<file path="src/rtl/conv_port_pkg.sv">
// package: constants, states and carriers for the converter port block
package conv_port_pkg;
  localparam int DATA_W        = 12;
  localparam int BYTE_W        = 8;
  localparam int CHAN_W        = 2;
  localparam int CTRL_W        = 12;
  // conversion clock periods per conversion
  localparam logic [3:0] CONV_CLOCKS = 4'hD;
  // fixed extra delay after the last conversion clock edge, in ns
  localparam int EXTRA_NS      = 20;
  localparam int CLK_NS        = 4;
  localparam logic [3:0] EXTRA_CYC =
    4'((EXTRA_NS + CLK_NS - 1) / CLK_NS);
  // control register fields used by this block
  localparam int CHAN_LSB      = 0;
  localparam int PWR_LSB       = 2;
  localparam logic [1:0] PWR_NORMAL    = 2'h0;
  localparam logic [1:0] PWR_AUTO_SHDN = 2'h1;
  localparam logic [1:0] PWR_AUTO_STBY = 2'h2;
  localparam logic [1:0] PWR_FULL_SHDN = 2'h3;
  localparam logic [CTRL_W-1:0] CTRL_RESET = 12'h000;
  localparam int HI_NIBBLE_W   = 4;
  localparam int CHAN_POS      = 4;

  typedef enum logic [1:0] {
    ST_TRACK = 2'b00,
    ST_CONV  = 2'b01,
    ST_TAIL  = 2'b10,
    ST_SLEEP = 2'b11
  } conv_state_t;

  // host side bus strobes, active low, plus the word mode select, high for word mode
  typedef struct packed {
    logic cs_n;
    logic rd_n;
    logic wr_n;
    logic word_mode;
  } bus_ctl_t;

  // latched result with its channel
  typedef struct packed {
    logic [CHAN_W-1:0] chan;
    logic [DATA_W-1:0] code;
  } result_t;
endpackage

</file>
<file path="src/rtl/edge_detect.sv">
// edge detector for the conversion start and conversion clock pins
`timescale 1ns/1ps
module edge_detect (
  // clock and reset
  input  wire logic clk_sys,
  input  wire logic nrst,
  // sampled level and its edges
  input  wire logic level_in,
  output logic      rise,
  output logic      fall
);
  logic prev_reg;
  logic prev_next;

  // previous level; reset to high since both pins idle high
  always_comb begin
    prev_next = level_in;
  end

  always_ff @(posedge clk_sys or negedge nrst) begin
    if (!nrst) begin
      prev_reg <= 1'b1;
    end else begin
      prev_reg <= prev_next;
    end
  end

  assign rise = level_in & ~prev_reg;
  assign fall = ~level_in & prev_reg;
endmodule // edge_detect

</file>
<file path="src/rtl/conv_port_ctrl.sv">
// converter control and parallel data port, word and byte modes
//
// How it works
// - word select high moves full 12-bit words on all data lines.
// - word select low uses byte mode; pin 8 becomes high byte select.
// - in word mode the shared pin is data bit 8, three-state.
// - byte mode, high select low: low byte on lower eight lines.
// - byte mode, high select high: top four bits on lines 0 to 3.
// - high byte read puts channel on lines 4-5, zeros on 6-7.
// - lower lines are three-state, read results, take control writes.
// - lines 9 to 11 carry data only in word mode.
// - busy rises after start falls and stays high through conversion.
// - busy falls only once the result sits in the output register.
// - sampler returns to track on the thirteenth conversion clock rise.
// - conversion takes thirteen conversion clocks plus a fixed delay.
// - conversion clock may run continuously or only in bursts.
// - start falling edge moves sampler to hold and begins conversion.
// - in auto shutdown or standby, start rising edge wakes the device.
// - write strobe low with chip select loads the control register.
// - read strobe low with chip select drives the result onto the bus.
`timescale 1ns/1ps
module conv_port_ctrl (
  // clock and reset
  input  wire logic                             clk_sys,
  input  wire logic                             nrst,
  // host strobes and mode select
  input  wire conv_port_pkg::bus_ctl_t          bus_ctl,
  // lower data lines, three signals each
  input  wire logic [conv_port_pkg::BYTE_W-1:0] lower_data_lines_in,
  output logic [conv_port_pkg::BYTE_W-1:0]      lower_data_lines_out,
  output logic [conv_port_pkg::BYTE_W-1:0]      lower_data_lines_oe_n,
  // shared data bit 8 or high byte select pin
  input  wire logic                             data8_or_high_byte_pin_in,
  output logic                                  data8_or_high_byte_pin_out,
  output logic                                  data8_or_high_byte_pin_oe_n,
  // upper data lines 9 to 11
  input  wire logic [2:0]                       upper_data_lines_in,
  output logic [2:0]                            upper_data_lines_out,
  output logic [2:0]                            upper_data_lines_oe_n,
  // conversion control
  input  wire logic                             conversion_start_n,
  input  wire logic                             conversion_clock_input,
  output logic                                  busy,
  // analog core side: sample hold, quantiser code and channel
  input  wire logic [conv_port_pkg::DATA_W-1:0] core_code,
  output logic                                  hold,
  output logic                                  powered_up,
  output logic [conv_port_pkg::CTRL_W-1:0]      ctrl_value
);
  import conv_port_pkg::*;

  conv_state_t        state_reg,  state_next;
  logic [3:0]         cnt_reg,    cnt_next;
  result_t            result_reg, result_next;
  logic [CTRL_W-1:0]  ctrl_reg,   ctrl_next;
  logic [CHAN_W-1:0]  chan_reg,   chan_next;
  logic               wr_prev_reg, wr_prev_next;
  logic [DATA_W-1:0]  rd_bus_reg, rd_bus_next;
  logic               start_rise, start_fall, cclk_rise;
  logic               wr_act, rd_act, high_sel, drive_en;
  logic [DATA_W-1:0]  bus_in;
  logic [1:0]         pwr_mode;

  // edges of the start pin and the conversion clock pin
  edge_detect u_start (
    .clk_sys  (clk_sys),
    .nrst     (nrst),
    .level_in (conversion_start_n),
    .rise     (start_rise),
    .fall     (start_fall)
  );

  // burst or free running clock both work: only edges inside a
  // conversion are counted
  edge_detect u_cclk (
    .clk_sys  (clk_sys),
    .nrst     (nrst),
    .level_in (conversion_clock_input),
    .rise     (cclk_rise),
    .fall     ()
  );

  // shared pin is high byte select only in byte mode
  assign high_sel = ~bus_ctl.word_mode & data8_or_high_byte_pin_in;
  assign wr_act   = ~bus_ctl.cs_n & ~bus_ctl.wr_n;
  assign rd_act   = ~bus_ctl.cs_n & ~bus_ctl.rd_n;
  assign pwr_mode = ctrl_reg[PWR_LSB +: 2];

  // assemble a write value from the pins as the mode dictates
  always_comb begin
    bus_in = ctrl_reg;
    if (bus_ctl.word_mode) begin
      bus_in = {upper_data_lines_in, data8_or_high_byte_pin_in,
                lower_data_lines_in};
    end else if (high_sel) begin
      // only the top nibble is taken; lines 4-7 are ignored
      bus_in[DATA_W-1 -: HI_NIBBLE_W] =
        lower_data_lines_in[HI_NIBBLE_W-1:0];
    end else begin
      bus_in[BYTE_W-1:0] = lower_data_lines_in;
    end
  end

  // control register: loaded once per write strobe, on its trailing edge
  always_comb begin
    wr_prev_next = wr_act;
    ctrl_next    = ctrl_reg;
    if (wr_prev_reg && !wr_act) begin
      ctrl_next = bus_in;
    end
  end

  always_ff @(posedge clk_sys or negedge nrst) begin
    if (!nrst) begin
      wr_prev_reg <= 1'b0;
      ctrl_reg    <= CTRL_RESET;
    end else begin
      wr_prev_reg <= wr_prev_next;
      ctrl_reg    <= ctrl_next;
    end
  end

  // conversion sequencer
  always_comb begin
    state_next  = state_reg;
    cnt_next    = cnt_reg;
    result_next = result_reg;
    chan_next   = chan_reg;
    case (state_reg)
      ST_TRACK: begin
        if (start_fall) begin
          // hold the sample and start counting clocks
          state_next = ST_CONV;
          cnt_next   = 4'h0;
          chan_next  = ctrl_reg[CHAN_LSB +: CHAN_W];
        end
      end
      ST_CONV: begin
        if (cclk_rise) begin
          cnt_next = cnt_reg + 4'h1;
          if (cnt_reg + 4'h1 == CONV_CLOCKS) begin
            // thirteenth edge: sampler back to track, result latched
            state_next  = ST_TAIL;
            cnt_next    = 4'h0;
            result_next = '{chan: chan_reg, code: core_code};
          end
        end
      end
      ST_TAIL: begin
        cnt_next = cnt_reg + 4'h1;
        if (cnt_reg + 4'h1 >= EXTRA_CYC) begin
          // auto shutdown and auto standby modes sleep after each conversion
          if (pwr_mode == PWR_AUTO_SHDN || pwr_mode == PWR_AUTO_STBY) begin
            state_next = ST_SLEEP;
          end else begin
            state_next = ST_TRACK;
          end
        end
      end
      ST_SLEEP: begin
        if (start_rise) begin
          state_next = ST_TRACK;
        end
      end
      default: begin
        state_next = ST_TRACK;
      end
    endcase
  end

  always_ff @(posedge clk_sys or negedge nrst) begin
    if (!nrst) begin
      state_reg  <= ST_TRACK;
      cnt_reg    <= 4'h0;
      result_reg <= '0;
      chan_reg   <= '0;
    end else begin
      state_reg  <= state_next;
      cnt_reg    <= cnt_next;
      result_reg <= result_next;
      chan_reg   <= chan_next;
    end
  end

  // busy covers counting and the fixed tail, so it drops after latch
  assign busy       = (state_reg == ST_CONV) ||
                      (state_reg == ST_TAIL);
  assign hold       = (state_reg == ST_CONV);
  assign powered_up = (state_reg != ST_SLEEP) &&
                      (pwr_mode != PWR_FULL_SHDN);
  assign ctrl_value = ctrl_reg;

  // read data register chosen by mode and byte select
  always_comb begin
    rd_bus_next = '0;
    if (bus_ctl.word_mode) begin
      rd_bus_next = result_reg.code;
    end else if (high_sel) begin
      rd_bus_next[HI_NIBBLE_W-1:0] =
        result_reg.code[DATA_W-1 -: HI_NIBBLE_W];
      rd_bus_next[CHAN_POS +: CHAN_W] = result_reg.chan;
    end else begin
      rd_bus_next[BYTE_W-1:0] = result_reg.code[BYTE_W-1:0];
    end
  end

  always_ff @(posedge clk_sys or negedge nrst) begin
    if (!nrst) begin
      rd_bus_reg <= '0;
    end else begin
      rd_bus_reg <= rd_bus_next;
    end
  end

  // drivers float when not read; upper pins float in byte mode too
  assign drive_en = rd_act;
  assign lower_data_lines_out  = rd_bus_reg[BYTE_W-1:0];
  assign lower_data_lines_oe_n = {BYTE_W{~drive_en}};
  assign data8_or_high_byte_pin_out  = rd_bus_reg[BYTE_W];
  assign data8_or_high_byte_pin_oe_n =
    ~(drive_en & bus_ctl.word_mode);
  assign upper_data_lines_out  = rd_bus_reg[DATA_W-1:BYTE_W+1];
  assign upper_data_lines_oe_n =
    {(DATA_W-BYTE_W-1){~(drive_en & bus_ctl.word_mode)}};

  // checks
  busy_after_start_a: assert property (@(posedge clk_sys) disable iff (!nrst)
    (state_reg == ST_TRACK && start_fall) |=> busy)
    else $error("busy did not rise after start fell");
  busy_hold_a: assert property (@(posedge clk_sys) disable iff (!nrst)
    (busy && state_reg == ST_CONV) |=> busy)
    else $error("busy dropped mid conversion");
  busy_result_a: assert property (@(posedge clk_sys) disable iff (!nrst)
    $fell(busy) |-> $past(state_reg) == ST_TAIL)
    else $error("busy fell before result latched");
  track_edge_a: assert property (@(posedge clk_sys) disable iff (!nrst)
    (state_reg == ST_CONV && cclk_rise && cnt_reg == CONV_CLOCKS - 4'h1) |=>
      (!hold && busy))
    else $error("sampler not back to track on edge thirteen");
  conv_len_a: assert property (@(posedge clk_sys) disable iff (!nrst)
    (state_reg == ST_CONV && cclk_rise && cnt_reg == CONV_CLOCKS - 4'h1) |=>
      busy [*5] ##1 !busy)
    else $error("conversion tail length wrong");
  hold_start_a: assert property (@(posedge clk_sys) disable iff (!nrst)
    (state_reg == ST_TRACK && start_fall) |=> hold)
    else $error("sampler not held after start");
  wake_a: assert property (@(posedge clk_sys) disable iff (!nrst)
    (state_reg == ST_SLEEP && start_rise) |=> powered_up ||
      pwr_mode == PWR_FULL_SHDN)
    else $error("no wake on start rise");
  ctrl_load_a: assert property (@(posedge clk_sys) disable iff (!nrst)
    $fell(wr_act) && bus_ctl.word_mode && !$past(bus_ctl.cs_n)
      |=> ctrl_reg == $past(bus_in))
    else $error("control register not loaded");
  float_a: assert property (@(posedge clk_sys) disable iff (!nrst)
    (bus_ctl.cs_n || bus_ctl.rd_n) |-> (&lower_data_lines_oe_n &&
      data8_or_high_byte_pin_oe_n && &upper_data_lines_oe_n))
    else $error("bus driven without read");
  byte_hi_a: assert property (@(posedge clk_sys) disable iff (!nrst)
    (rd_act && high_sel && $stable(high_sel) && $stable(result_reg))
      |-> lower_data_lines_out[BYTE_W-1:CHAN_POS+CHAN_W] == '0 &&
          lower_data_lines_out[CHAN_POS +: CHAN_W] == result_reg.chan)
    else $error("high byte read layout wrong");
endmodule // conv_port_ctrl

</file>
<file path="config.mk">
export PLATFORM = sky130hd
export DESIGN_NAME = conv_port_ctrl
export DESIGN_NICKNAME = d
export VERILOG_FILES = /design/src/rtl/conv_port_pkg.sv /design/src/rtl/edge_detect.sv /design/src/rtl/conv_port_ctrl.sv
export SDC_FILE = /design/constraint.sdc
export NUM_CORES = 1
export LEC_CHECK = 0
export BUFFER_PORTS_ARGS = -buffer_cell sky130_fd_sc_hd__buf_2
export CAP_MARGIN = 20
export CORE_MARGIN = 2
export CORE_UTILIZATION = 40
export CTS_CLUSTER_DIAMETER = 80
export CTS_CLUSTER_SIZE = 12
export DETAILED_ROUTE_END_ITERATION = 10
export MAX_ROUTING_LAYER = met4
export PLACE_DENSITY = 0.69
export SYNTH_ARGS = -nofsm -noshare
export SYNTH_HDL_FRONTEND = slang
export SYNTH_SLANG_ARGS = --single-unit
</file>
<file path="constraint.sdc">
create_clock -name clk_sys -period 2.07 [get_ports clk_sys]
set_clock_uncertainty 0.1 [all_clocks]
set_input_delay 0.414 -clock clk_sys [delete_from_list [all_inputs] [get_ports clk_sys]]
set_output_delay 0.414 -clock clk_sys [all_outputs]
set_load 0.01 [all_outputs]
</file>
==> out/summary.txt, run 1 <==
outcome: finished, final reports clean
commonest cells after routing, fill and taps aside: buf_2 (70), dfrtp_1 (47), mux2_2 (30), nand2_1 (10)
Compound-Gate Fraction of Synth Area: 8.55%
Tmin final: 1950 ps
commonest non-fill, non-tap cell in the layout: buf_2
post-layout util: 50.9%
Nets: 293
RSZ-0062 raised after global routing: no
DR WL met2: 2.02 mm
multi-input logic area: 895 sq um
DRT iter0 DRCs: 87
Avg WL per Cell: 12.8 um
GP Congestion: 0.864
GRT Total Usage: 14.9%
total of max-cap violations: 0
clock slew at reported path FFs: 80 ps
grt total ovfl: 0
setup_tns: 0 ps
Worst R2R End: result_reg[6]
WS Path Type: register to register
placed cells: 316
vias in the first global route: 1587
fillers: 514
fin. max-slew vios: 0
die area: 0.00625 sq mm
CTS sink cnt: 49
worst path required time: 2150 ps
PnR Total Power: 2.70 mW
P&R area growth vs syn: 23.7%
period utilization: 94.4%
Routed Antenna Nets: 0
initial antenna violation count: 0
# diodes: 0
arrival time worst endpoint: 2040 ps
Mapped Area: 0.00225 sq mm
Placement Setup Slack: 128 ps
Die X: 79.1 um
flop2flop setup slack: 120 ps
setup violators final: 0
Hold Path Class: input port to register
CTS tree: built
Post-Synth XOR/XNOR Area: 1.17%
first-pass GRT wire length: 7.10 mm
row cnt: 27
Clock Path Buffers: 2
Min Hold Slack: 122 ps
Avg Synthesized Cell Area: 12.3 sq um
post-synthesis mux area share: 15.4%
Static Leak: 1.34 nW
register area: 0.00123 sq mm
FMAX: 512 MHz
Cell variety after synth: 34
Clock Tree Root: clkbuf_8
headroom to the max-slew limit: 69.9%
Initial Util: 41.2%
worst r2r src: cnt_reg[0]
Port Buffers: 70
DRT met1 WL: 1.86 mm
final hold viol count: 0
highest metal used: met4
Setup crit end: result_reg[6]
largest family of logic cells by synthesized area: multiplexers
worst skew pair latency: 300 ps
core area: 0.00547 sq mm
Worst Setup End Kind: register
Mapped Cells: 183
YS warnings: 0
CP startpoint kind: register
Routed WL: 4.16 mm
DP HPWL: 3.10 mm
max reg flops: 14
I/O pins: 71
Synth Area in Simple Gates: 9.55%
Max FO, Critical Path: 14
worst setup path start: cnt_reg[0]
TritonCTS Buffers: 5
drt via density: 4.89
VDD IR max: 0.454 mV
sequential area share after synthesis: 54.5%
syn nets: 224
die height: 79.1 um
share of cells above drive strength 1: 46.2%
#FFs+latches synth: 49
H-tree levels: 2
Cell Count, Final, Fillers Out: 325
R2R depth: 6
drt first pass iters: 5
final non-filler cell area: 0.00279 sq mm
met3 wire len: 248 um
PD cells: 970 mW/mm^2
drc violations: 0
fin worst setup slack: 116 ps
vias: 1588
Synth Area in Adders: 5.00%
placed standard-cell area: 0.00266 sq mm
Worst-Margin Slew: 449 ps
pin count of the biggest net entering global routing: 50
layer usage:
layer | vias up | GRT usage, %
met4 | 0 | 4.66
met2 | 56 | 24.4
met1 | 766 | 18.1
met3 | 5 | 3.75
li1 | 761 | -
met5 | - | -
worst min-delay path by stage:
stage / from / to / cells past startpoint
after floorplan: nrst / chan_reg[0] / 0
after global placement: nrst / rd_bus_reg[9] / 2
after detailed placement: nrst / rd_bus_reg[9] / 2
after CTS: conversion_clock_input / u_cclk.prev_reg / 1
after global routing: conversion_clock_input / u_cclk.prev_reg / 1
final: conversion_clock_input / u_cclk.prev_reg / 1
where the power goes:
group / total [mW] / internal, mW / leakage [nW] / switching, mW
combinational: 0.811 / 0.366 / 0.659 / 0.446
sequential: 1.19 / 1.09 / 0.619 / 0.0933
clock: 0.704 / 0.393 / 0.0574 / 0.311
final cells by class:
type	instances	area share, %
clock inverter	2	1.35
tap	72	3.23
clock buffer	6	2.96
multi-input combinational	112	32.1
timing repair buffer	76	15.2
sequential	49	44.1
inverter	8	1.08
cells by family after synthesis:
kind of cell / count (synthesis)
AO/OA/AOI/OAI: 28
adder cells (fa/ha/maj): 9
multiplexers: 31
AND/OR/NAND/NOR: 41
buffers and inverters: 22
XOR/XNOR: 3
flip-flops: 49
worst max-delay path, stage by stage, from the launching register on:
cell	delay [ps]
dfrtp_1	440
ha_1	280
inv_1	110
nand3_1	120
a211oi_4	270
buf_12	180
mux2_2	340
cells in the mapped netlist, drive strengths merged:
cell    count  share of area, %
inv         8               1.3
a21oi       2              0.44
nand2      10               1.7
a22oi       3               1.0
o211ai      1              0.33
nand2b      5               1.4
nand3b      1              0.33
o31ai       1              0.33
dfstp       2               2.3
a211oi      1              0.89
buf        13               4.3
nand4b      1              0.39
a221o       1              0.44
o311ai      1              0.39
nor2b       8               2.2
o21ai      11               2.4
ha          9               5.0
a41oi       1              0.39
dfrtp      47                52
mux2       30                15
a31oi       4               1.1
and2        5               1.4
nand3       3              0.67
xnor2       3               1.2
o221ai      1              0.39
nor2        7               1.3
mux2i       1              0.44
nor3        1              0.22
o31a        1              0.39
clkbuf      1              0.17
repair_timing:
| action | 4_1_cts | 5_1_grt |
|---|---|---|
| setup endpoints to repair | 0 | 1 |
| setup buffers | 0 | 0 |
| hold buffers | 1 | 0 |
| resized for setup | 0 | 1 |
| hold endpoints to repair | 27 | 0 |
No activity file was read; power rests on OpenSTA's default activity.
==> run 2: changes to the inputs <==
==> constraint.sdc (replaced) <==
create_clock -name clk_sys -period 1.68 [get_ports clk_sys]
set_clock_uncertainty 0.1 [all_clocks]
set_input_delay 0.336 -clock clk_sys [delete_from_list [all_inputs] [get_ports clk_sys]]
set_output_delay 0.336 -clock clk_sys [all_outputs]
set_load 0.01 [all_outputs]
==> out/summary.txt, run 2 (same netlist as run 1, synthesis figures left out) <==
outcome: finished, violations left
failing checks: setup timing
grt total ovfl: 0
drt via density: 4.83
core area: 0.00547 sq mm
Die X: 79.1 um
Worst-Margin Slew: 349 ps
total of max-cap violations: 0
final hold viol count: 0
Routed Antenna Nets: 0
initial antenna violation count: 0
Routed WL: 4.84 mm
gr busiest metal: met2
H-tree levels: 2
share of cells above drive strength 1: 59.9%
slowest cell on the critical path: dfrtp_2
clock slew at reported path FFs: 100 ps
Hold Startpoint: conversion_clock_input
P&R area growth vs syn: 40.3%
commonest non-fill, non-tap cell in the layout: buf_2
CP peak stage delay: 470 ps
Initial Util: 41.2%
Worst Setup End Kind: register
final non-filler cell area: 0.00316 sq mm
VDD IR max: 0.999 mV
max reg flops: 14
CP Cell Sequence: ha_4, inv_2, nand3_2, a211oi_4, buf_6, mux2_4
Static Leak: 1.50 nW
Min Hold Slack: 37.3 ps
die area: 0.00625 sq mm
Clock Tree Root: clkbuf_8
worst path required time: 1770 ps
GP Congestion: 0.846
PnR Total Power: 4.06 mW
worst r2r src: cnt_reg[1]
Hold Path Class: input port to register
CP startpoint kind: register
first-pass GRT wire length: 7.97 mm
Nets: 317
die height: 79.1 um
fin. max-slew vios: 0
RSZ-0062 raised after global routing: yes
DRT iter0 DRCs: 96
WHS Path Cells: 1
placed standard-cell area: 0.00282 sq mm
GRT Total Usage: 16.9%
routing usage on met3: 3.52%
Tmin final: 1810 ps
commonest cells after routing, fill and taps aside: buf_2 (68), dfrtp_1 (44), mux2_2 (22), buf_4 (21), buf_6 (9)
WS Path Type: register to register
setup_tns: -1930 ps
vias in the first global route: 1704
FMAX: 551 MHz
Clock Path Buffers: 2
DP HPWL: 3.49 mm
Placement Setup Slack: -261 ps
pin count of the biggest net entering global routing: 21
I/O pins: 71
Avg WL per Cell: 13.9 um
arrival time worst endpoint: 1900 ps
row cnt: 27
period utilization: 108%
met2 usage: 26.9%
# diodes: 0
setup violators final: 18
R2R depth: 6
vias: 1686
headroom to the max-slew limit: 76.7%
drt first pass iters: 4
met1 Use GR: 22.4%
Worst Hold End: u_cclk.prev_reg
fillers: 477
Port Buffers: 70
PD cells: 1280 mW/mm^2
flop2flop setup slack: -130 ps
TritonCTS Buffers: 5
CTS sink cnt: 49
Worst R2R End: result_reg[13]
fin worst setup slack: -133 ps
Max FO, Critical Path: 7
worst skew pair latency: 300 ps
CTS tree: built
drc violations: 0
run 2: cell types whose count changed in the layout (fill, tap and decap cells not counted), moves of 3 or more:
cell,before,now
buf_4,3,21
buf_6,0,9
mux2_2,30,22
mux2_4,0,8
ha_1,9,4
ha_4,0,5
inv_1,8,4
inv_2,0,4
dfrtp_1,47,44
dfrtp_2,0,3
o21ai_0,9,6
run 2: final cells by class:
class	instances	area, sq um	area share, %
Sequential cell	49	1230	39.0
Clock buffer	5	68.8	2.18
Tap cell	72	90.1	2.85
Timing Repair Buffer	100	629	19.9
Inverter	8	30.0	0.950
Clock inverter	3	46.3	1.46
Multi-Input combinational cell	112	1060	33.7
run 2: how the worst max path moves through the flow:
stage | start | endpoint | slack (ps)
finish | cnt_reg[1] | result_reg[13] | -130
global route | cnt_reg[1] | result_reg[6] | -210
global placement | cnt_reg[1] | cnt_reg[0] | -130
detailed placement | cnt_reg[1] | cnt_reg[3] | -260
floorplan | cnt_reg[0] | result_reg[0] | -180
CTS | cnt_reg[1] | result_reg[5] | -160
run 2: per-stage QoR:
step / instances / utilization (%)
global placement: 335 / 51.5
floorplan: 183 / -
detailed placement: 335 / 51.5
finish: 349 / 57.8
CTS: 349 / 56.8
global route: 349 / 57.8
run 2: where the power goes:
part / leakage [nW] / switching [mW] / total (mW) / internal [mW]
logic: 0.829 / 0.799 / 1.72 / 0.918
registers: 0.615 / 0.133 / 1.49 / 1.35
clock network: 0.0543 / 0.407 / 0.853 / 0.446
run 2: routing by layer:
layer	vias up	share of wire, %
met3	2	4.4
met1	828	46
met2	44	49
met4	0	0.43
li1	812	-
met5	-	0
run 2: worst max-delay path, delay by kind of cell, from the launching register on:
kind / cells / cell delay, ps
buffers and inverters: 2 / 260
muxes: 1 / 310
DFF: 1 / 470
AOI/OAI and AO/OA: 1 / 300
and+or+nand+nor: 1 / 90
adders and majority gates: 1 / 190
run 2: repair_timing:
item,in CTS,in global routing
hold endpoints to repair,10,0
resized for setup,27,22
hold buffers,1,0
cloned,1,0
setup buffers,4,2
endpoints found under the setup margin,23,23
pin swaps,10,8
